$ cat config.mk
export PLATFORM = sky130hd
export DESIGN_NAME = tcs_sequencer
export DESIGN_NICKNAME = d
export VERILOG_FILES = /design/src/tcs_pkg.sv /design/src/tcs_fifo.sv /design/src/tcs_sequencer.sv
export SDC_FILE = /design/constraint.sdc
export NUM_CORES = 2
export LEC_CHECK = 0
export BUFFER_PORTS_ARGS = -buffer_cell sky130_fd_sc_hd__buf_2
export CELL_PAD_IN_SITES_DETAIL_PLACEMENT = 1
export CELL_PAD_IN_SITES_GLOBAL_PLACEMENT = 1
export CORE_MARGIN = 2
export CORE_UTILIZATION = 35
export CTS_CLUSTER_DIAMETER = 100
export DETAILED_ROUTE_END_ITERATION = 10
export PLACE_DENSITY_LB_ADDON = 0.1
export SETUP_SLACK_MARGIN = 0.3
export SYNTH_ARGS = -nofsm -noshare
export SYNTH_HDL_FRONTEND = slang
export SYNTH_SLANG_ARGS = --single-unit
$ cat constraint.sdc
create_clock -name clk_sys -period 4.5 [get_ports clk_sys]
set_clock_uncertainty 0.1 [all_clocks]
set_input_delay 1.125 -clock clk_sys [delete_from_list [all_inputs] [get_ports clk_sys]]
set_output_delay 1.125 -clock clk_sys [all_outputs]
set_load 0.02 [all_outputs]
$ cat src/tcs_pkg.sv
// Purpose: Shared constants and types for the termination calibration sequencer
// Assumes: Single system clock; all calibration controls arrive as pins
// Notes:   Counts are in calibration clock edges unless named otherwise
package tcs_pkg;

   // ----------------------------------------------------------------------
   // Sizes
   // ----------------------------------------------------------------------
   localparam int NUM_BLOCKS  = 8;           // Calibration blocks
   localparam int NUM_BANKS   = 8;           // I/O banks receiving codes
   localparam int CODE_BITS   = 32;          // Full code width
   localparam int SERIES_BITS = 16;          // Series half, low bits
   localparam int PAR_BITS    = 16;          // Parallel half, high bits
   localparam int BIT_CNT_W   = 6;           // Width of the shift bit counter
   localparam int CAL_CNT_W   = 10;          // Width of the calibration counter
   localparam int FIFO_DEPTH  = 8;           // Serial path buffer depth
   localparam int FIFO_WIDTH  = 1;           // One code bit per entry

   // ----------------------------------------------------------------------
   // Timing
   // ----------------------------------------------------------------------
   localparam int SYS_CLK_HZ       = 25000000;   // clk_sys rate
   localparam int CAL_CLK_MAX_HZ   = 20000000;   // Highest calibration clock
   localparam int CAL_CYCLES       = 1000;       // Calibration length
   localparam int LOAD_MIN_NS      = 25;         // Least load enable width
   localparam int SYS_PERIOD_NS    = 1000000000 / SYS_CLK_HZ;
   localparam int LOAD_MIN_CYCLES  = (LOAD_MIN_NS + SYS_PERIOD_NS - 1) / SYS_PERIOD_NS;

   localparam logic [CAL_CNT_W-1:0] CAL_LAST = CAL_CNT_W'(CAL_CYCLES - 1);
   localparam logic [BIT_CNT_W-1:0] BIT_LAST = BIT_CNT_W'(CODE_BITS - 1);
   localparam logic [BIT_CNT_W-1:0] BIT_ZERO = 6'h00;
   localparam logic [CAL_CNT_W-1:0] CAL_ZERO = 10'h000;
   localparam logic [CODE_BITS-1:0] CODE_RESET = 32'h0000_0000;

   // ----------------------------------------------------------------------
   // Per-block state, Gray along idle -> calibrating -> done
   // ----------------------------------------------------------------------
   typedef enum logic [1:0] {
      TCS_IDLE = 2'h0,
      TCS_CAL  = 2'h1,
      TCS_DONE = 2'h3
   } tcs_blk_e;

endpackage : tcs_pkg

$ cat src/tcs_fifo.sv
// Purpose: Small synchronous FIFO with valid/ready on both sides
// Assumes: One clock, synchronous active-low reset
// Notes:   Full and empty are exact; no write when full, no read when empty
`timescale 1ns/1ns
module tcs_fifo #(
   parameter int WIDTH = 1,
   parameter int DEPTH = 8
) (
   input  wire logic             clk_sys,
   input  wire logic             resetn,
   input  wire logic             in_valid,   // Producer offers a word
   output logic                  in_ready,   // Room for a word
   input  wire logic [WIDTH-1:0] in_data,
   output logic                  out_valid,  // A word is waiting
   input  wire logic             out_ready,  // Consumer takes it
   output logic      [WIDTH-1:0] out_data
);

   // ----------------------------------------------------------------------
   // Storage and pointers
   // ----------------------------------------------------------------------
   localparam int AW = $clog2(DEPTH);
   localparam logic [AW:0] CNT_FULL = (AW+1)'(DEPTH);

   logic [WIDTH-1:0] mem_reg [DEPTH];      // Word storage
   logic [AW-1:0]    wr_ptr_reg;           // Next write slot
   logic [AW-1:0]    rd_ptr_reg;           // Next read slot
   logic [AW:0]      count_reg;            // Words held

   wire do_wr = in_valid && in_ready;      // Accepted write
   wire do_rd = out_valid && out_ready;    // Accepted read

   assign in_ready  = (count_reg != CNT_FULL);
   assign out_valid = (count_reg != '0);
   assign out_data  = mem_reg[rd_ptr_reg];

   // Pointer and count update
   always_ff @(posedge clk_sys) begin
      if (!resetn) begin
         wr_ptr_reg <= '0;
         rd_ptr_reg <= '0;
         count_reg  <= '0;
      end else begin
         if (do_wr) begin
            wr_ptr_reg <= (wr_ptr_reg == AW'(DEPTH-1)) ? '0 : wr_ptr_reg + 1'b1;
         end
         if (do_rd) begin
            rd_ptr_reg <= (rd_ptr_reg == AW'(DEPTH-1)) ? '0 : rd_ptr_reg + 1'b1;
         end
         count_reg <= count_reg + (AW+1)'(do_wr) - (AW+1)'(do_rd);
      end
   end

   // Word write
   always_ff @(posedge clk_sys) begin
      if (do_wr) begin
         mem_reg[wr_ptr_reg] <= in_data;
      end
   end

endmodule : tcs_fifo

$ cat src/tcs_sequencer.sv
// Purpose: Calibration blocks, code serializer and per-bank parallel load
// Assumes: All control pins change on the calibration clock rising edge
// Notes:   The calibration clock is sampled in clk_sys and turned into an edge enable
`timescale 1ns/1ns

module tcs_sequencer (
   input  wire logic                                            clk_sys,
   input  wire logic                                            resetn,
   input  wire logic                                            cal_clock,
   input  wire logic                                            cal_mode_select,
   input  wire logic [tcs_pkg::NUM_BLOCKS-1:0]                  block_enable,
   input  wire logic                                            cal_clear_n,
   input  wire logic [tcs_pkg::NUM_BANKS-1:0]                   bank_parallel_load,
   input  wire logic [tcs_pkg::NUM_BANKS-1:0]                   bank_listen,
   input  wire logic [tcs_pkg::CODE_BITS-1:0]                   measured_code,
   output logic      [tcs_pkg::NUM_BLOCKS-1:0]                  cal_busy,
   output logic      [tcs_pkg::NUM_BLOCKS-1:0]                  cal_done,
   output logic      [tcs_pkg::NUM_BANKS-1:0]                   bank_loading,
   output logic      [tcs_pkg::NUM_BANKS*tcs_pkg::CODE_BITS-1:0] bank_code,
   output logic                                                 serial_path_ready
);

   // ----------------------------------------------------------------------
   // Pin synchronisers
   // ----------------------------------------------------------------------
   localparam int SYN_W = 2 + tcs_pkg::NUM_BLOCKS + tcs_pkg::NUM_BANKS;

   logic [SYN_W-1:0] syn1_reg;              // First stage, read only by syn2
   logic [SYN_W-1:0] syn2_reg;              // Second stage, safe to use
   logic             clk_syn1_reg;          // Calibration clock, first stage
   logic             clk_syn2_reg;          // Calibration clock, second stage
   logic             clk_prev_reg;          // Delayed for edge detection
   logic [SYN_W-1:0] ctl_hold_reg;          // Controls as they stood before the rise

   // First rise of a calibration already counts toward its length
   localparam logic [tcs_pkg::CAL_CNT_W-1:0] CAL_ONE = tcs_pkg::CAL_ZERO + 1'b1;

   // Two flops on every pin except bank_listen and measured_code before any logic reads it
   always_ff @(posedge clk_sys) begin
      if (!resetn) begin
         syn1_reg     <= '0;
         syn2_reg     <= '0;
         clk_syn1_reg <= 1'b0;
         clk_syn2_reg <= 1'b0;
         clk_prev_reg <= 1'b0;
         ctl_hold_reg <= '0;
      end else begin
         syn1_reg     <= {cal_mode_select, cal_clear_n, block_enable, bank_parallel_load};
         syn2_reg     <= syn1_reg;
         clk_syn1_reg <= cal_clock;
         clk_syn2_reg <= clk_syn1_reg;
         clk_prev_reg <= clk_syn2_reg;
         // Lags the clock stage by one, so an edge sees pre-rise levels
         ctl_hold_reg <= syn2_reg;
      end
   end

   // ----------------------------------------------------------------------
   // Decoded controls
   // ----------------------------------------------------------------------
   // sample on rise
   wire                               cal_edge = clk_syn2_reg && !clk_prev_reg;
   // Levels set on one rise are taken at the next rise
   wire                               mode_cal = ctl_hold_reg[SYN_W-1];
   wire                               clear_n  = ctl_hold_reg[SYN_W-2];
   wire [tcs_pkg::NUM_BLOCKS-1:0]     en_s     =
      ctl_hold_reg[tcs_pkg::NUM_BANKS +: tcs_pkg::NUM_BLOCKS];
   wire [tcs_pkg::NUM_BANKS-1:0]      load_s   = ctl_hold_reg[tcs_pkg::NUM_BANKS-1:0];
   wire                               one_hot  = $onehot(en_s);

   // ----------------------------------------------------------------------
   // Calibration blocks
   // ----------------------------------------------------------------------
   tcs_pkg::tcs_blk_e                 blk_st_reg   [tcs_pkg::NUM_BLOCKS];
   logic [tcs_pkg::CAL_CNT_W-1:0]     cal_cnt_reg  [tcs_pkg::NUM_BLOCKS];
   logic [tcs_pkg::CODE_BITS-1:0]     code_reg     [tcs_pkg::NUM_BLOCKS];

   genvar gb;
   generate
      for (gb = 0; gb < tcs_pkg::NUM_BLOCKS; gb++) begin : g_blk
         wire run = mode_cal && en_s[gb];
         wire clr = !clear_n && !en_s[gb];

         // Per-block calibration state and counter
         always_ff @(posedge clk_sys) begin
            if (!resetn) begin
               blk_st_reg[gb]  <= tcs_pkg::TCS_IDLE;
               cal_cnt_reg[gb] <= tcs_pkg::CAL_ZERO;
               code_reg[gb]    <= tcs_pkg::CODE_RESET;
            end else if (cal_edge) begin
               if (clr) begin
                  blk_st_reg[gb]  <= tcs_pkg::TCS_IDLE;
                  cal_cnt_reg[gb] <= tcs_pkg::CAL_ZERO;
               end else begin
                  unique case (blk_st_reg[gb])
                     tcs_pkg::TCS_IDLE: begin
                        // Start when enabled in calibration mode
                        if (run) begin
                           blk_st_reg[gb]  <= tcs_pkg::TCS_CAL;
                           cal_cnt_reg[gb] <= CAL_ONE;
                        end
                     end
                     tcs_pkg::TCS_CAL: begin
                        if (!run) begin
                           blk_st_reg[gb] <= tcs_pkg::TCS_IDLE;
                        end else if (cal_cnt_reg[gb] == tcs_pkg::CAL_LAST) begin
                           blk_st_reg[gb] <= tcs_pkg::TCS_DONE;
                           code_reg[gb]   <= {measured_code[tcs_pkg::CODE_BITS-1 -:
                                              tcs_pkg::PAR_BITS],
                                              measured_code[tcs_pkg::SERIES_BITS-1:0]};
                        end else begin
                           cal_cnt_reg[gb] <= cal_cnt_reg[gb] + 1'b1;
                        end
                     end
                     tcs_pkg::TCS_DONE: begin
                        // Hold code; recalibrate if run is still set once the counter has been parked
                        if (run && cal_cnt_reg[gb] == tcs_pkg::CAL_ZERO) begin
                           blk_st_reg[gb]  <= tcs_pkg::TCS_CAL;
                           cal_cnt_reg[gb] <= CAL_ONE;
                        end else begin
                           // Park the counter until a restart
                           cal_cnt_reg[gb] <= tcs_pkg::CAL_ZERO;
                        end
                     end
                     default: begin
                        blk_st_reg[gb] <= tcs_pkg::TCS_IDLE;
                     end
                  endcase
               end
            end
         end
      end
   endgenerate

   // ----------------------------------------------------------------------
   // Serializer
   // ----------------------------------------------------------------------
   logic [tcs_pkg::BIT_CNT_W-1:0]     bit_cnt_reg;     // Bits sent this pulse
   logic [$clog2(tcs_pkg::NUM_BLOCKS)-1:0] src_idx;    // Enabled block

   // Index of the single enabled block
   always_comb begin
      src_idx = '0;
      for (int i = 0; i < tcs_pkg::NUM_BLOCKS; i++) begin
         if (en_s[i]) begin
            src_idx = ($clog2(tcs_pkg::NUM_BLOCKS))'(i);
         end
      end
   end

   // enable means shift when select low
   wire shift_go  = cal_edge && !mode_cal && one_hot &&
                    (bit_cnt_reg <= tcs_pkg::BIT_LAST);
   wire [tcs_pkg::CODE_BITS-1:0] src_code = code_reg[src_idx];
   wire serial_bit = src_code[bit_cnt_reg[tcs_pkg::BIT_CNT_W-2:0]];

   // count 32 bits, restart per pulse
   always_ff @(posedge clk_sys) begin
      if (!resetn) begin
         bit_cnt_reg <= tcs_pkg::BIT_ZERO;
      end else if (cal_edge) begin
         if (en_s == '0 || mode_cal) begin
            bit_cnt_reg <= tcs_pkg::BIT_ZERO;
         end else if (shift_go) begin
            bit_cnt_reg <= bit_cnt_reg + 1'b1;
         end
      end
   end

   // ----------------------------------------------------------------------
   // Serial path buffer
   // ----------------------------------------------------------------------
   logic fifo_in_ready;                     // Room for a bit
   logic fifo_out_valid;                    // Bit waiting for the banks
   logic fifo_out_bit;                      // Head bit

   tcs_fifo #(
      .WIDTH (tcs_pkg::FIFO_WIDTH),
      .DEPTH (tcs_pkg::FIFO_DEPTH)
   ) u_fifo (
      .clk_sys   (clk_sys),
      .resetn    (resetn),
      .in_valid  (shift_go),
      .in_ready  (fifo_in_ready),
      .in_data   (serial_bit),
      .out_valid (fifo_out_valid),
      .out_ready (1'b1),
      .out_data  (fifo_out_bit)
   );

   // ----------------------------------------------------------------------
   // Banks
   // ----------------------------------------------------------------------
   logic [tcs_pkg::CODE_BITS-1:0]     bank_sh_reg [tcs_pkg::NUM_BANKS];
   logic [tcs_pkg::NUM_BANKS-1:0]     load_prev_reg;   // For rise detection
   logic [tcs_pkg::NUM_BANKS-1:0]     load_pend_reg;   // Load awaiting drain

   genvar gk;
   generate
      for (gk = 0; gk < tcs_pkg::NUM_BANKS; gk++) begin : g_bank
         wire load_rise = cal_edge && load_s[gk] && !load_prev_reg[gk];
         // Latch only once the buffered bits have all arrived
         wire do_load   = (load_pend_reg[gk] || load_rise) && !fifo_out_valid;

         // Shift in bits, LSB first, when listening
         always_ff @(posedge clk_sys) begin
            if (!resetn) begin
               bank_sh_reg[gk] <= tcs_pkg::CODE_RESET;
            end else if (fifo_out_valid && bank_listen[gk]) begin
               bank_sh_reg[gk] <= {fifo_out_bit, bank_sh_reg[gk][tcs_pkg::CODE_BITS-1:1]};
            end
         end

         always_ff @(posedge clk_sys) begin
            if (!resetn) begin
               bank_code[gk*tcs_pkg::CODE_BITS +: tcs_pkg::CODE_BITS] <= tcs_pkg::CODE_RESET;
               load_pend_reg[gk] <= 1'b0;
               load_prev_reg[gk] <= 1'b0;
               bank_loading[gk]  <= 1'b0;
            end else begin
               if (cal_edge) begin
                  load_prev_reg[gk] <= load_s[gk];
               end
               load_pend_reg[gk] <= (load_pend_reg[gk] || load_rise) && !do_load;
               if (do_load) begin
                  bank_code[gk*tcs_pkg::CODE_BITS +: tcs_pkg::CODE_BITS] <= bank_sh_reg[gk];
               end
               bank_loading[gk] <= load_s[gk] || load_pend_reg[gk];
            end
         end
      end
   endgenerate

   // ----------------------------------------------------------------------
   // Status outputs
   // ----------------------------------------------------------------------
   // Registered status per block and path readiness
   always_ff @(posedge clk_sys) begin
      if (!resetn) begin
         cal_busy          <= '0;
         cal_done          <= '0;
         serial_path_ready <= 1'b0;
      end else begin
         for (int i = 0; i < tcs_pkg::NUM_BLOCKS; i++) begin
            cal_busy[i] <= (blk_st_reg[i] == tcs_pkg::TCS_CAL);
            cal_done[i] <= (blk_st_reg[i] == tcs_pkg::TCS_DONE);
         end
         serial_path_ready <= fifo_in_ready;
      end
   end

endmodule : tcs_sequencer

==> metrics.cfg <==
[die]
io_pins=342
die_h_um=342
num_rows=124
start_util_pct=35.1
die_w_um=342
core_area_um2=114000
die_area_um2=117000

[route]
initialDrtViolationCount=1572
dr.pass1.iters=5
routed_wirelength_um=116000
drcViolationCount=0
vias_per_cell=4.98
post_drt_wl_per_cell_um=20.8
vias=27718
antenna_left=0

[synthesis]
synth-seq-cells=989
synth_ff_type=edfxtp_1
seq_area_frac_synth_pct=64.9
synth_compound_area_share_pct=7.52
synth_xor_area_share_pct=1.47
synth_fa_ha_area_share_pct=1.22
synthSimpleGateAreaFrac_pct=21.2
synthMuxAreaShare_pct=1.02
synthArstFlopShare_pct=0
synth_top_family_by_area=simple AND/OR/NAND/NOR gates
syn_area_um2=40000
synth_edf_count=616
ys_warn_count=0
synthCells=3620
synth.distinct_cells=79
syn_avg_cell_area_um2=11.0
synth_nets=3717

[setup_path]
crit_arrival_ns=4.56
slowest_stage=fa_1
critPathKind=flip-flop to flip-flop
crit_path_max_fanout=4
worstPathRequired_ns=4.97
crit_family=adder cells
critPathCaptureType=flip-flop
critPathMostFrequentCell=inv_2
startpoint_type=flip-flop
cpPeakStageDelay_ns=0.56
path_buf_inv=5
rrSetupSlack_ns=0.41
cp_cell_sequence=inv_2 -> fa_1 -> fa_1 -> fa_1 -> inv_1 -> ha_2 -> inv_2 -> fa_2 -> nand4bb_1 -> nor3_4 -> nand2_2 -> inv_2 -> ha_4 -> inv_2 -> fa_2 -> nor2_1

[clocking]
cts-root-buf=clkbuf_16
clock_latency_ns=0.70
hold_buffers=0
cts.reportedPaths.clkPinSlew_ns=0.06
cts_inserted_buffers=112
cts_tree=built
cts_max_level=3
cts_buffer_depth=3
cts_num_sinks=989

[cells_and_area]
areaGrowthSynthToFinish_pct=18.4
nNetsFinal=4049
final_util_pct=41.6
n_fill_cell=12391
design_area_um2=47400
layout-drive-gt1-share_pct=16.6
seq_area_um2=26000
multiInputGateArea_um2=13100
layoutNonFillerInstCount=5563

[timing]
hold_viol_final=0
period_needed_ns=4.09
fmax_mhz=245
tns_ns=0
grt_setup_unrepaired=yes
fin_ws_ns=0.412
setup_violations=0
timing.hold.ws_ns=0.336
drv_slew=0
min_period_over_period_pct=90.8
worstMarginPinSlew_ns=1.05
slew_headroom_pct=30.3

[place]
placedCellCount=5347
place.gp.congestion=0.757
place_ws_ns=0.225
place_hpwl_um=73700
portBuffers=341
place_area_um2=43600

[grt]
grt.total_usage_pct=19.5
grt.overflow.total=0
grt_pass1_wl_um=176000
grt_pass1_vias=28164
grt_max_degree=104
antenna_found_initial=12

[pwr]
ir_drop_mv=0.293
p_leak_nw=18.4
power_mw=21.6
power_density_nw_per_um2=457

[worst_hold_path]
hold_path.class=flip-flop to flip-flop

[run_status]
status=finished clean

[job]
drv_cap=0

## power by group
part           leakage, nW  switching (mW)  total [mW]  internal [mW]
Combinational         7.11            1.12        1.62          0.503
Sequential            9.51           0.374        10.9           10.5
Clock                 1.80            3.79        9.14           5.35
Total                 18.4            5.28        21.6           16.4
## path summary, 6_finish.rpt
path,start,endpoint,cells past startpoint
setup / recovery,ctl_hold_reg[8]$_SDFF_PN0_,u_fifo.count_reg[1]$_SDFF_PN0_,16
hold / removal,syn1_reg[17]$_SDFF_PN0_,syn2_reg[17]$_SDFF_PN0_,1
setup reg to reg,ctl_hold_reg[8]$_SDFF_PN0_,u_fifo.count_reg[1]$_SDFF_PN0_,16
hold reg to reg,syn1_reg[17]$_SDFF_PN0_,syn2_reg[17]$_SDFF_PN0_,1
## layer usage
layer  vias to the layer above  wire length, µm  global-route usage (%)
met1                     13791            53200                    26.5
li1                      13245                -                       -
met2                       513            55100                    32.6
met3                       165             4840                    2.63
met4                         4             2560                    5.43
met5                         -               27                       0
## synth_stat cells (12+ instances only)
library cell	number	area share [%]
a21oi_1	296	3.7
a221oi_1	15	0.33
a31oi_1	39	0.61
and2_1	444	6.9
and3_1	165	2.6
clkbuf_1	198	1.9
dfxtp_1	373	19
edfxtp_1	616	46
ha_1	31	0.97
inv_1	57	0.53
mux2i_1	26	0.65
nand2_1	672	6.3
nand2b_1	29	0.45
nand3_1	58	0.73
nand4_1	23	0.36
nor2_1	211	2.0
nor2b_1	16	0.25
nor3_1	37	0.46
nor4b_1	12	0.26
o211ai_1	16	0.30
o21ai_0	44	0.55
o221ai_1	23	0.50
xnor2_1	37	0.81
xor2_1	30	0.66
## cell type report
cell class | count | area share [%]
inverters | 61 | 0.502
clock inverters | 38 | 0.779
diodes | 2 | 0.0106
repair buffers | 434 | 5.14
well taps | 1512 | 3.99
multi-input cells | 2354 | 27.7
clock buffers | 173 | 7.00
flip-flops and latches | 989 | 54.8
## worst register-to-register path, cell delays in order (launching register included)
cell       delay (ns)
dfxtp_2          0.34
inv_2            0.05
fa_1             0.56
fa_1             0.43
fa_1             0.43
inv_1            0.06
ha_2             0.17
inv_2            0.04
fa_2             0.51
nand4bb_1        0.14
nor3_4           0.22
nand2_2          0.10
inv_2            0.08
ha_4             0.13
inv_2            0.03
fa_2             0.51
nor2_1           0.04
## logic make-up (layout without fill, tap and decap cells)
logic type	Yosys count	count (layout)
muxes	36	36
buffers and inverters	277	706
and+or+nand+nor	1712	1712
AOI/OAI and AO/OA	503	503
xor gates and xnor gates	67	67
DFF	989	989
adders and majority gates	36	36
other	0	2
## timing repair
| item | 4_1_cts | 5_1_grt |
|---|---|---|
| setup endpoints to repair | 4 | 7 |
| pin swaps | 2 | 4 |
| setup buffers | 0 | 3 |
| gates resized for setup | 10 | 8 |
## cell usage in the layout, fill, tap and decap left out, drive strengths merged, types with 6 or more instances in the layout
master    n
a211o     6
a211oi   10
a21oi   296
a221oi   15
a31oi    39
and2    445
and3    165
buf     434
clkbuf  173
clkinv   31
dfxtp   373
edfxtp  616
ha       31
inv      60
mux2      7
mux2i    26
nand2   672
nand2b   29
nand3    58
nand4    23
nor2    212
nor2b    16
nor3     37
nor3b     6
nor4     11
nor4b    12
o211ai   16
o21ai    45
o221ai   24
o22ai     8
or4       6
xnor2    37
xor2     30
Note: power is estimated with default switching activity, not from simulation.
